==> config.mk <==
export PLATFORM = sky130hd
export DESIGN_NAME = dual_rail_power_sequencer
export DESIGN_NICKNAME = d
export VERILOG_FILES = /design/src/seq_pkg.sv /design/src/sync2.sv /design/src/dual_rail_power_sequencer.sv
export SDC_FILE = /design/constraint.sdc
export NUM_CORES = 1
export LEC_CHECK = 0
export ABC_AREA = 1
export BUFFER_PORTS_ARGS = -buffer_cell sky130_fd_sc_hd__buf_4
export CAP_MARGIN = 20
export CORE_UTILIZATION = 59
export CTS_BUF_LIST = sky130_fd_sc_hd__clkbuf_4
export DETAILED_ROUTE_END_ITERATION = 16
export PLACE_DENSITY = 0.86
export SLEW_MARGIN = 25
export SYNTH_ARGS = -nofsm -noshare
export SYNTH_HDL_FRONTEND = slang
export SYNTH_HIERARCHICAL = 1
export SYNTH_SLANG_ARGS = --single-unit
export TNS_END_PERCENT = 5
==> constraint.sdc <==
create_clock -name clk -period 1.4 [get_ports clk]
set_input_delay 0 -clock clk [delete_from_list [all_inputs] [get_ports clk]]
set_output_delay 0 -clock clk [all_outputs]
set_load 0.01 [all_outputs]
==> src/seq_pkg.sv <==
// constants and types shared by the dual rail power sequencer
`default_nettype none
package seq_pkg;
    // capacitor discharge one-shot length in clock cycles
    localparam int unsigned DISCHARGE_CYCLES = 16;
    localparam int unsigned COUNT_WIDTH      = 8;
    // order_select levels
    localparam logic ORDER_CORE_FIRST = 1'b0;
    localparam logic ORDER_IO_FIRST   = 1'b1;
    // reset level of two-flop synchroniser stages
    localparam logic SYNC_RESET_LEVEL = 1'b0;

    typedef enum logic [3:0] {
        ST_IDLE      = 4'b0000,
        ST_DISCH1    = 4'b0001,
        ST_RAMP1     = 4'b0010,
        ST_DELAY1    = 4'b0011,
        ST_DISCH2    = 4'b0100,
        ST_RAMP2     = 4'b0101,
        ST_DELAY2    = 4'b0110,
        ST_RUN       = 4'b0111,
        ST_DOWN2     = 4'b1000,
        ST_DOWN1     = 4'b1001
    } seq_state_type;
endpackage
`default_nettype wire

==> src/sync2.sv <==
// two flip-flop synchroniser for asynchronous status levels
`default_nettype none
module sync2 #(
    parameter int unsigned WIDTH = 1
) (
    // clock and reset
    input  wire logic             clk,
    input  wire logic             arst_n,
    // asynchronous in, synchronous out
    input  wire logic [WIDTH-1:0] async_in,
    output logic      [WIDTH-1:0] sync_out
);
    import seq_pkg::*;

    logic [WIDTH-1:0] first_reg;
    logic [WIDTH-1:0] second_reg;

    // first stage feeds only the second stage
    always_ff @(posedge clk or negedge arst_n) begin
        if (!arst_n) begin
            first_reg  <= {WIDTH{SYNC_RESET_LEVEL}};
            second_reg <= {WIDTH{SYNC_RESET_LEVEL}};
        end else begin
            first_reg  <= async_in;
            second_reg <= first_reg;
        end
    end

    assign sync_out = second_reg;
endmodule
`default_nettype wire

==> src/dual_rail_power_sequencer.sv <==
// dual rail power sequencer state machine with rail enables and power-good
//
// Operation
// internal enable is enable AND undervoltage ok
// idle with rails off until enabled
// enable rise: discharge ramp1, then rail one on
// first rail above threshold starts delay one
// delay one done: discharge ramp2, rail two on
// second rail above threshold starts delay two
// delay two done raises power-good, held
// enable fall: power-good low, second rail off
// pull-down active while rail enable low
// first rail off after other below threshold
// idle after last rail below threshold
// order_select low core first, high io first
// overtemperature forces both enables off
// overtemperature release restarts full power-up
// aux detect follows aux comparator only
// power-down done only when both below threshold
// pull-down is inverse of rail enable
// asynchronous status inputs pass two flops
// discharge one-shot lasts fixed cycle count
`default_nettype none
module dual_rail_power_sequencer #(
    parameter int unsigned DISCHARGE_LEN = seq_pkg::DISCHARGE_CYCLES
) (
    // clock and reset
    input  wire logic clk,
    input  wire logic arst_n,
    // enable and protection status
    input  wire logic enable_in,
    input  wire logic input_undervoltage_ok,
    input  wire logic overtemp_shutdown,
    input  wire logic order_select,
    // comparator and delay threshold status
    input  wire logic core_above_threshold,
    input  wire logic io_above_threshold,
    input  wire logic core_below_off_threshold,
    input  wire logic io_below_off_threshold,
    input  wire logic delay1_threshold,
    input  wire logic delay2_threshold,
    input  wire logic aux_comparator,
    // rail controls
    output logic      core_rail_on,
    output logic      io_rail_on,
    output logic      core_rail_pulldown,
    output logic      io_rail_pulldown,
    output logic      ramp1_discharge,
    output logic      ramp2_discharge,
    output logic      delay1_start,
    output logic      delay2_start,
    // system outputs
    output logic      supply_ok_out,
    output logic      aux_detect_out,
    output logic      seq_idle
);
    import seq_pkg::*;

    // number of status levels carried through the synchroniser
    localparam int unsigned NSYNC = 11;

    typedef struct packed {
        seq_state_type          state;
        logic [COUNT_WIDTH-1:0] count;
        logic                   first_io;
        logic                   rail1_on;
        logic                   rail2_on;
        logic                   disch1;
        logic                   disch2;
        logic                   dly1;
        logic                   dly2;
        logic                   supply_ok;
        logic                   aux;
        logic                   core_on;
        logic                   io_on;
        logic                   core_pd;
        logic                   io_pd;
        logic                   idle;
    } seq_regs_type;

    logic [NSYNC-1:0] raw_in;
    logic [NSYNC-1:0] sync_in;
    seq_regs_type     cur_reg;
    seq_regs_type     cur_next;

    // synchronised status levels
    logic en_s;
    logic ok_s;
    logic tsd_s;
    logic order_s;
    logic core_up_s;
    logic io_up_s;
    logic core_dn_s;
    logic io_dn_s;
    logic dly1_s;
    logic dly2_s;
    logic aux_s;
    // internal enable and order-mapped status
    logic int_enable;
    logic rail1_up;
    logic rail2_up;
    logic rail1_down;
    logic rail2_down;
    logic [COUNT_WIDTH-1:0] disch_last;
    logic up_phase;

    // all asynchronous status through two flops
    assign raw_in = {enable_in,
                     input_undervoltage_ok,
                     overtemp_shutdown,
                     order_select,
                     core_above_threshold,
                     io_above_threshold,
                     core_below_off_threshold,
                     io_below_off_threshold,
                     delay1_threshold,
                     delay2_threshold,
                     aux_comparator};

    sync2 #(
        .WIDTH (NSYNC)
    ) u_sync (
        .clk      (clk),
        .arst_n   (arst_n),
        .async_in (raw_in),
        .sync_out (sync_in)
    );

    assign {en_s,
            ok_s,
            tsd_s,
            order_s,
            core_up_s,
            io_up_s,
            core_dn_s,
            io_dn_s,
            dly1_s,
            dly2_s,
            aux_s} = sync_in;

    // internal enable and order-mapped rail status
    assign int_enable = en_s & ok_s;
    assign rail1_up   = cur_reg.first_io ? io_up_s : core_up_s;
    assign rail2_up   = cur_reg.first_io ? core_up_s : io_up_s;
    assign rail1_down = cur_reg.first_io ? io_dn_s : core_dn_s;
    assign rail2_down = cur_reg.first_io ? core_dn_s : io_dn_s;
    assign disch_last = COUNT_WIDTH'(DISCHARGE_LEN - 1);
    // states in which enable loss starts power-down
    assign up_phase   = (cur_reg.state != ST_IDLE) && (cur_reg.state != ST_DOWN2) && (cur_reg.state != ST_DOWN1);

    // next-state logic
    always_comb begin
        cur_next           = cur_reg;
        cur_next.aux       = aux_s;
        cur_next.dly1      = 1'b0;
        cur_next.dly2      = 1'b0;
        case (cur_reg.state)
            // waiting for the internal enable
            ST_IDLE: begin
                cur_next.rail1_on  = 1'b0;
                cur_next.rail2_on  = 1'b0;
                cur_next.supply_ok = 1'b0;
                // start only with both rails below the off threshold
                if (int_enable && !tsd_s && core_dn_s && io_dn_s) begin
                    cur_next.first_io = (order_s == ORDER_IO_FIRST);
                    cur_next.disch1   = 1'b1;
                    cur_next.count    = '0;
                    cur_next.state    = ST_DISCH1;
                end
            end
            // first ramp capacitor discharge one-shot
            ST_DISCH1: begin
                cur_next.count = cur_reg.count + COUNT_WIDTH'(1);
                if (cur_reg.count == disch_last) begin
                    cur_next.disch1   = 1'b0;
                    cur_next.rail1_on = 1'b1;
                    cur_next.state    = ST_RAMP1;
                end
            end
            // first rail ramping up
            ST_RAMP1: begin
                if (rail1_up) begin
                    cur_next.dly1  = 1'b1;
                    cur_next.state = ST_DELAY1;
                end
            end
            // first supervisor delay running
            ST_DELAY1: begin
                if (dly1_s) begin
                    cur_next.disch2 = 1'b1;
                    cur_next.count  = '0;
                    cur_next.state  = ST_DISCH2;
                end
            end
            // second ramp capacitor discharge one-shot
            ST_DISCH2: begin
                cur_next.count = cur_reg.count + COUNT_WIDTH'(1);
                if (cur_reg.count == disch_last) begin
                    cur_next.disch2   = 1'b0;
                    cur_next.rail2_on = 1'b1;
                    cur_next.state    = ST_RAMP2;
                end
            end
            // second rail ramping up
            ST_RAMP2: begin
                if (rail2_up) begin
                    cur_next.dly2  = 1'b1;
                    cur_next.state = ST_DELAY2;
                end
            end
            // second supervisor delay running
            ST_DELAY2: begin
                if (dly2_s) begin
                    cur_next.supply_ok = 1'b1;
                    cur_next.state     = ST_RUN;
                end
            end
            // both rails up, power-good held
            ST_RUN: begin
                cur_next.supply_ok = 1'b1;
            end
            // second rail off, wait for it to fall
            ST_DOWN2: begin
                cur_next.supply_ok = 1'b0;
                cur_next.rail2_on  = 1'b0;
                if (rail2_down) begin
                    cur_next.rail1_on = 1'b0;
                    cur_next.state    = ST_DOWN1;
                end
            end
            // first rail off, wait for both to fall
            ST_DOWN1: begin
                cur_next.rail1_on = 1'b0;
                if (rail1_down && rail2_down) begin
                    cur_next.state = ST_IDLE;
                end
            end
            // unused codes recover to idle
            default: begin
                cur_next.state = ST_IDLE;
            end
        endcase

        // enable loss from any active state starts power-down
        if (up_phase && !int_enable) begin
            cur_next.supply_ok = 1'b0;
            cur_next.rail2_on  = 1'b0;
            cur_next.disch1    = 1'b0;
            cur_next.disch2    = 1'b0;
            cur_next.state     = ST_DOWN2;
        end
        // overtemperature kills both rails; release restarts from idle
        if (tsd_s) begin
            cur_next.rail1_on  = 1'b0;
            cur_next.rail2_on  = 1'b0;
            cur_next.supply_ok = 1'b0;
            cur_next.disch1    = 1'b0;
            cur_next.disch2    = 1'b0;
            cur_next.state     = ST_IDLE;
        end

        // map sequence positions onto the physical rails
        if (cur_next.first_io) begin
            cur_next.core_on = cur_next.rail2_on;
            cur_next.io_on   = cur_next.rail1_on;
        end else begin
            cur_next.core_on = cur_next.rail1_on;
            cur_next.io_on   = cur_next.rail2_on;
        end
        // pull-downs registered as the inverse of the enables
        cur_next.core_pd = ~cur_next.core_on;
        cur_next.io_pd   = ~cur_next.io_on;
        // idle flag registered alongside the state
        cur_next.idle    = (cur_next.state == ST_IDLE);
    end

    // state register
    always_ff @(posedge clk or negedge arst_n) begin
        if (!arst_n) begin
            cur_reg <= '{state: ST_IDLE, core_pd: 1'b1, io_pd: 1'b1, idle: 1'b1, default: '0};
        end else begin
            cur_reg <= cur_next;
        end
    end

    // rail enables and pull-downs straight from flops
    assign core_rail_on       = cur_reg.core_on;
    assign io_rail_on         = cur_reg.io_on;
    assign core_rail_pulldown = cur_reg.core_pd;
    assign io_rail_pulldown   = cur_reg.io_pd;

    // one-shots and delay start pulses
    assign ramp1_discharge    = cur_reg.disch1;
    assign ramp2_discharge    = cur_reg.disch2;
    assign delay1_start       = cur_reg.dly1;
    assign delay2_start       = cur_reg.dly2;

    // status outputs
    assign supply_ok_out      = cur_reg.supply_ok;
    assign aux_detect_out     = cur_reg.aux;
    assign seq_idle           = cur_reg.idle;
endmodule
`default_nettype wire

==> results of run 1 <==
-- metal layers --
| layer | GRT usage [%] | share of wire [%] |
|---|---|---|
| met4 | 14.29 | 3.6 |
| met1 | 31.49 | 38 |
| met5 | 0 | 0 |
| met3 | 4.329 | 4.7 |
| met2 | 50.63 | 54 |
-- power groups by stage --
stage	Sequential [mW]	Combinational (mW)	Clock, mW
after floorplan	1.59	0.149	0
after global placement	1.57	0.361	0
after detailed placement	1.57	0.371	0
after CTS	1.55	0.401	0.808
after global routing	1.56	0.463	0.870
final	1.55	0.421	0.801
-- repair_timing --
item                                    4_1_cts  5_1_grt
pin swaps                                     0        5
setup buffers                                 0        3
resized for setup                             6       17
endpoints found under the setup margin       14       19
endpoints found under the hold margin        57        0
hold buffers                                 12        0
-- cell type report --
class | instances | area [µm²]
flip-flops and latches | 48 | 1209
multi-input cells | 134 | 730.7
fillers | 172 | 483.0
repair buffers | 58 | 469.2
inverters | 27 | 101.3
well taps | 44 | 55.05
clock inverters | 3 | 42.54
clock buffers | 5 | 37.54
-- worst max path at each step --
stage | startpoint | endpoint | slack, ps | cells past startpoint
after floorplan | cur_reg[23] | io_rail_on | 110 | 11
after global placement | cur_reg[23] | core_rail_on | -60 | 9
after detailed placement | cur_reg[23] | seq_idle | -60 | 8
after CTS | cur_reg[25] | cur_reg[21] | -40 | 6
after global routing | cur_reg[22] | io_rail_on | -160 | 10
final | cur_reg[22] | core_rail_on | -80 | 10
-- stage by stage --
| stage | hold WS, ps | cell area, µm² | instances | total power [mW] | util [%] |
|---|---|---|---|---|---|
| 6_report | 182.0 | 2645 | 319 | 2.772 | 84.56 |
| 3_5_place_dp | 33.31 | 2350 | 296 | 1.943 | 75.12 |
| 2_1_floorplan | -295.6 | 1983 | 210 | 1.738 | - |
| 4_1_cts | 188.3 | 2566 | 316 | 2.755 | 82.04 |
| 3_3_place_gp | 30.71 | 2350 | 296 | 1.928 | 75.12 |
| 5_1_grt | 230.2 | 2645 | 319 | 2.895 | 84.56 |
-- cell families after synthesis --
| group | after synthesis | synth area share [%] |
|---|---|---|
| simple gates | 110 | 25.24 |
| flops | 48 | 60.76 |
| buf+inv | 28 | 5.678 |
| compound gates | 18 | 5.489 |
| xor+xnor | 5 | 2.209 |
| fa+ha+maj | 1 | 0.6308 |
-- synth_stat cells --
cell | number | area [µm²]
a21oi_1 | 3 | 15.01
a221oi_1 | 1 | 8.760
and3_1 | 1 | 6.260
buf_6 | 1 | 11.26
dfrtp_1 | 45 | 1126
dfstp_2 | 3 | 78.83
ha_1 | 1 | 12.51
inv_1 | 22 | 82.58
inv_2 | 5 | 18.77
nand2_1 | 59 | 221.5
nand2_2 | 3 | 18.77
nand3_1 | 11 | 55.05
nand3_2 | 1 | 10.01
nand3b_1 | 2 | 15.01
nand4_1 | 4 | 25.02
nor2_1 | 21 | 78.83
nor2_2 | 4 | 25.02
nor2_4 | 4 | 45.04
o211a_1 | 1 | 10.01
o211ai_2 | 1 | 12.51
o21ai_0 | 10 | 50.05
o21ai_1 | 1 | 5.000
o31ai_1 | 1 | 7.510
xnor2_1 | 2 | 17.52
xor2_1 | 3 | 26.28
==> qor.yml, run 1 <==
status:
  status: "finished with violations"
  violations: "setup timing"
sta:
  final-setup-viol-count: 12
  rsz0062_at_grt: "yes"
  tightest_slew_ps: 579.8
  relSlewSlack_pct: 61.35
  setup_ws_ps: -80.59
  period_share_pct: 105.8
  hold_viol_final: 0
  slew_violations: 0
  setup_tns_ps: -349.6
  fmax_ghz: 0.6754
  min_period_ps: 1481
  skew_ps: 8.173
drt:
  drtPass1Iterations: 4
  via_count: 1643
  drc: 0
  postRouteAntennaNets: 0
  post_drt_wl_per_cell_um: 14.30
  vias_per_cell: 5.150
  drt-total-wl_um: 4561
  drtIter0Drc: 109
clocking:
  numCtsBuffers: 5
  insertion_delay_ps: 350
  root_buffer: "clkbuf_4"
  cts_tree: "done"
  cts.sinks: 48
  h-tree-depth: 2
  clk_pin_slew_worst_paths_ps: 140
  cts.path.max_buffers: 2
placed_design:
  place.detailed.hpwl_um: 2823
  portBuffers: 23
  place.gp.congestion: 0.9169
  dpl_worst_slack_ps: -56.05
finish:
  largest_reg_flops: 15
  drive_above_1_share_pct: 32.36
  layout_commonest_cell: "nand2_1"
  antenna_cells: 0
  mostFrequentLayoutCells: "52 x nand2_1, 45 x buf_4, 42 x dfrtp_1, 21 x inv_1, 18 x nor2_1"
  nets: 288
  area_delta_synth_final_pct: 33.38
floorplanning:
  coreArea_um2: 3128
  initial_core_util_pct: 63.40
  rows: 20
  die_x_um: 59.98
  dieArea_um2: 3597
  pin_count: 24
  die_y_um: 59.98
setup_path:
  slowest_delay_ps: 500
  path_max_fanout: 4
  cp_common_cell: "nand2_1"
  arrival_ps: 1740
  r2r_cells: 10
  critPathTopFamily: "simple AND/OR/NAND/NOR gates"
  critical_path.startpoint_type: "flop"
  r2r_end: "core_rail_on"
  cp.required_ps: 1660
  crit_type: "flop to flop"
  path_buf_inv: 3
  reg2reg_from: "cur_reg[22]"
  crit_chain: "nor2_4, inv_2, nor2_4, nand2_2, nand2_1, nand2_2, inv_2, nand2_1, nand2_1, inv_1"
  r2r_slack_ps: -80
  crit_path_end_kind: "flop"
  critical-path-slowest-cell: "dfrtp_2"
global_routing:
  antenna_found_initial: 0
  overflow: 0
  grt_pass1_vias: 1667
  track_usage_pct: 27.92
  grt_pass1_wl_um: 7065
  grt_max_degree: 49
synthesis:
  synth-seq-area-share_pct: 60.76
  yosys_warnings: 6
  synth_nets: 224
  avgSynthCellArea_um2: 9.444
  synth_cells: 210
  synth_seq_cells: 48
  synth_cell_types: 25
  syn-cell-area_um2: 1983
power_and_ir_drop:
  p_per_area_nw_per_um2: 1048
  p_comb_share_pct: 15.2
  power_leakage_nw: 1.412
  clkPwrFrac_pct: 28.9
  switching_share_pct: 25.47
  p_seq_share_pct: 55.9
  vdd_drop_max_mv: 0.7444
  cell_internal_pwr_mw: 2.066
  netSwitchingPower_mw: 0.7061
worst_hold_path:
  min_path_type: "input port to asynchronous set/reset pin"
job:
  maxCapViolCount: 0
Note: power is estimated with default switching activity, not from simulation.
==> run 2: changes to the inputs <==
- CORE_UTILIZATION: 59 -> 56
- CTS_BUF_LIST: sky130_fd_sc_hd__clkbuf_4 -> not set
- HOLD_SLACK_MARGIN: not set -> 0.15
- PLACE_DENSITY: 0.86 -> 0.82
- RECOVER_POWER: not set -> 100
==> qor.yml, run 2 (synthesis results as in run 1) <==
status:
  status: "finished with violations"
  violations: "setup timing"
floorplanning:
  coreArea_um2: 3363
  die_y_um: 61.51
  initial_core_util_pct: 58.97
  die_x_um: 61.51
  rows: 21
  dieArea_um2: 3783
  pin_count: 24
sta:
  setup_ws_ps: -77.80
  skew_ps: 6.065
  rsz0062_at_grt: "yes"
  final-setup-viol-count: 5
  fmax_ghz: 0.6767
  period_share_pct: 105.6
  relSlewSlack_pct: 24.26
  min_period_ps: 1478
  hold_viol_final: 0
  slew_violations: 0
  tightest_slew_ps: 1136
clocking:
  cts.path.max_buffers: 2
  root_buffer: "clkbuf_4"
  insertion_delay_ps: 360
  clk_pin_slew_worst_paths_ps: 130
  cts_tree: "done"
  numCtsBuffers: 5
  h-tree-depth: 2
  cts.sinks: 48
finish:
  drive_above_1_share_pct: 33.45
  layout_commonest_cell: "nand2_1"
  largest_reg_flops: 15
  final_cells: 327
  design_area_um2: 2680
  antenna_cells: 0
  fill_cells: 230
  area_delta_synth_final_pct: 35.14
  mostFrequentLayoutCells: "50 x nand2_1, 41 x dfrtp_1, 26 x buf_4, 20 x inv_1, 16 x clkbuf_4"
  nets: 294
drt:
  vias_per_cell: 4.994
  drc: 0
  drtPass1Iterations: 4
  post_drt_wl_per_cell_um: 13.23
  postRouteAntennaNets: 0
  drt-total-wl_um: 4326
  via_count: 1633
  drtIter0Drc: 101
placed_design:
  place.detailed.hpwl_um: 2787
  place_inst: 299
  place.gp.congestion: 0.9842
  place_area_um2: 2372
  portBuffers: 23
  dpl_worst_slack_ps: -109.4
setup_path:
  crit_type: "flop to flop"
  arrival_ps: 1780
  critical_path.startpoint_type: "flop"
  crit_path_start: "cur_reg[25]"
  cp.required_ps: 1710
  endpoint: "seq_idle"
  r2r_end: "seq_idle"
  path_max_fanout: 3
  reg2reg_from: "cur_reg[25]"
  r2r_slack_ps: -80
  crit_path_end_kind: "flop"
  r2r_cells: 9
job:
  maxCapViolCount: 0
power_and_ir_drop:
  power_leakage_nw: 1.389
  vdd_drop_max_mv: 0.8472
  p_per_area_nw_per_um2: 957.7
global_routing:
  antenna_found_initial: 0
  track_usage_pct: 25.39
  grt_pass1_vias: 1509
  overflow: 0
  grt_pass1_wl_um: 6527
  grt_max_degree: 49
worst_hold_path:
  min_path_type: "input port to flop"
[run 2: per-layer routing]
layer	vias to the layer above	GRT usage, %	wire [µm]
met3	14	6.723	169
met5	-	0	0
met4	0	13.65	116
met2	53	43.78	2307
li1	798	-	-
met1	768	28.71	1732
[run 2: final cells by class]
type	instances	area, µm²	area share, %
flip-flops and latches	48	1210	45.14
multi-input cells	134	778.2	29.04
repair buffers	64	479.2	17.88
inverters	27	101.3	3.782
well taps	46	57.56	2.148
clock buffers	6	41.29	1.541
clock inverters	2	12.51	0.4669
[run 2: power by group]
part           switching (mW)  internal, mW
clock                   0.415         0.194
sequential             0.0587          1.50
combinational           0.225         0.179
[run 2: repair_timing]
item                       CTS  global route
hold endpoints to repair    59             0
gates resized for setup     16            21
setup buffers                3             5
hold buffers                12             0
setup endpoints to repair   17            20
pin swaps                   12             7
[run 2: worst min-delay path by stage]
stage                           start             endpoint  slack (ps)  depth (start not counted)
4_1_cts                        arst_n       aux_detect_out         160                          2
6_report       io_below_off_threshold  u_sync/first_reg[3]         290                          2
3_3_place_gp                   arst_n          cur_reg[21]          30                          1
3_5_place_dp                   arst_n          cur_reg[21]          40                          1
2_1_floorplan                  arst_n       aux_detect_out        -300                          0
5_1_grt              delay2_threshold  u_sync/first_reg[1]         260                          2
[run 2: stage by stage]
step / power [mW] / utilization [%] / hold slack (ps) / TNS [ps]
global route: 2.706 / 79.69 / 262.9 / -1497
detailed placement: 1.943 / 70.54 / 40.87 / -691.4
finish: 2.567 / 79.69 / 292.3 / -208.1
floorplan: 1.738 / - / -295.6 / 0
CTS: 2.590 / 77.79 / 162.8 / -304.1
global placement: 1.931 / 70.54 / 28.93 / -359.3
[run 2: worst max-delay path: stages (launching register included)]
cell and delay, ps:
dfrtp_1 420, clkbuf_1 160, nor2_1 240, nand2_1 80, nor2_1 170, nor2_2 60, nand3_1 90, nand2_2 80
nand3_2 70, nor2_2 40
==> run 3: changes to the inputs <==
- PLACE_DENSITY: 0.82 -> 0.77
==> qor.yml, run 3 (synthesis results as in run 1) <==
clocking:
  h-tree-depth: 2
  cts_tree: "done"
  numCtsBuffers: 5
  cts.sinks: 48
  clk_pin_slew_worst_paths_ps: 130
  root_buffer: "clkbuf_4"
  insertion_delay_ps: 360
  cts.path.max_buffers: 2
global_routing:
  overflow: 0
  track_usage_pct: 24.24
  grt_pass1_wl_um: 6479
  antenna_found_initial: 0
  grt_pass1_vias: 1462
  grt_max_degree: 49
setup_path:
  critical_path.startpoint_type: "flop"
  crit_type: "flop to flop"
  arrival_ps: 1750
  crit_path_end_kind: "flop"
  path_max_fanout: 7
  cp.required_ps: 1660
  r2r_cells: 10
  r2r_slack_ps: -90
  reg2reg_from: "cur_reg[23]"
  r2r_end: "core_rail_on"
worst_hold_path:
  min_to: "u_sync/first_reg[6]"
  worstHoldStart: "core_above_threshold"
  min_path_type: "input port to flop"
  hold_path_depth: 2
floorplanning:
  pin_count: 24
  coreArea_um2: 3363
  die_y_um: 61.51
  rows: 21
  initial_core_util_pct: 58.97
  die_x_um: 61.51
  dieArea_um2: 3783
finish:
  layout_commonest_cell: "nand2_1"
  final_cells: 319
  antenna_cells: 0
  multi_input_area_um2: 719.4
  fill_cells: 241
  final_core_util_pct: 77.16
  area_delta_synth_final_pct: 30.85
  seqCellArea_um2: 1209
  design_area_um2: 2595
  nets: 286
  largest_reg_flops: 15
  drive_above_1_share_pct: 29.30
  mostFrequentLayoutCells: "50 x nand2_1, 42 x dfrtp_1, 21 x inv_1, 21 x buf_4, 17 x nor2_1"
sta:
  skew_ps: 10.61
  period_share_pct: 106.4
  setup_ws_ps: -89.01
  relSlewSlack_pct: 25.90
  setup_tns_ps: -524.0
  tightest_slew_ps: 1111
  rsz0062_at_grt: "yes"
  slew_violations: 0
  fmax_ghz: 0.6716
  final-setup-viol-count: 13
  hold_viol_final: 0
  min_period_ps: 1489
power_and_ir_drop:
  power_leakage_nw: 1.360
  vdd_drop_max_mv: 0.7361
  clkPwrFrac_pct: 33.4
  p_comb_share_pct: 13.6
  switching_share_pct: 23.63
  cell_internal_pwr_mw: 2.231
  p_seq_share_pct: 53.0
  netSwitchingPower_mw: 0.6902
  p_per_area_nw_per_um2: 1126
  power_mw: 2.921
placed_design:
  place.detailed.hpwl_um: 2560
  portBuffers: 23
  place.gp.congestion: 0.8550
  place_area_um2: 2330
  place_inst: 295
drt:
  dr.max_layer_used: "met4"
  met3_length_um: 173
  vias_per_cell: 4.853
  drc: 0
  post_drt_wl_per_cell_um: 12.18
  drtIter0Drc: 67
  postRouteAntennaNets: 0
  dr_wl_met2_um: 1929
  wl_met1_um: 1721
  drt-total-wl_um: 3887
  drtPass1Iterations: 4
  via_count: 1548
status:
  status: "finished with violations"
  violations: "setup timing"
job:
  maxCapViolCount: 0
-- run 3: cell type report --
type	instances	area share [%]
clock buffer	6	1.591
clock inverter	2	2.314
inverter	27	3.905
multi-input combinational	134	27.72
sequential	48	46.58
tap	46	2.218
timing repair buffer	56	15.67
-- run 3: repair_timing --
action                                  CTS  global route
hold endpoints to repair                 59             0
pin swaps                                 3            10
gates resized for setup                   9            14
setup buffers                             2             2
hold buffers                             12             0
endpoints found under the setup margin   16            18
-- run 3: power groups by stage --
stage	clock (mW)	combinational, mW	sequential, mW
floorplan	0	0.149	1.59
global placement	0	0.359	1.57
detailed placement	0	0.367	1.57
CTS	0.999	0.401	1.55
global route	1.07	0.449	1.56
finish	0.975	0.398	1.55
-- run 3: worst max-delay path by stage --
stage | cells after the start | from | endpoint
after floorplan | 11 | cur_reg[23] | io_rail_on
after global placement | 9 | cur_reg[23] | core_rail_on
after detailed placement | 9 | cur_reg[23] | core_rail_on
after CTS | 10 | cur_reg[22] | core_rail_on
after global routing | 10 | cur_reg[23] | core_rail_on
final | 10 | cur_reg[23] | core_rail_on
-- run 3: routing by layer --
| metal | track usage, % | vias up |
|---|---|---|
| met3 | 5.882 | 8 |
| met1 | 32.87 | 719 |
| met2 | 38.71 | 38 |
| li1 | - | 783 |
| met5 | 0 | - |
| met4 | 7.619 | 0 |
-- run 3: worst max-delay path, stage by stage (launching register included) --
cell and delay (ps):
dfrtp_2 510, nor2_4 180, inv_2 80, nor2_4 140
nand2_2 90, nand2_2 90, nand2_4 60, inv_2 60
nand2_2 50, nand2_2 80, inv_2 40
-- run 3: metrics by stage --
| stage | setup WS (ps) | hold slack, ps |
|---|---|---|
| after global placement | -70.78 | 34.12 |
| after CTS | -0.4873 | 177.8 |
| final | -89.01 | 295.5 |
| after global routing | -186.0 | 269.5 |
| after detailed placement | -96.46 | 35.05 |
| after floorplan | 109.3 | -295.6 |
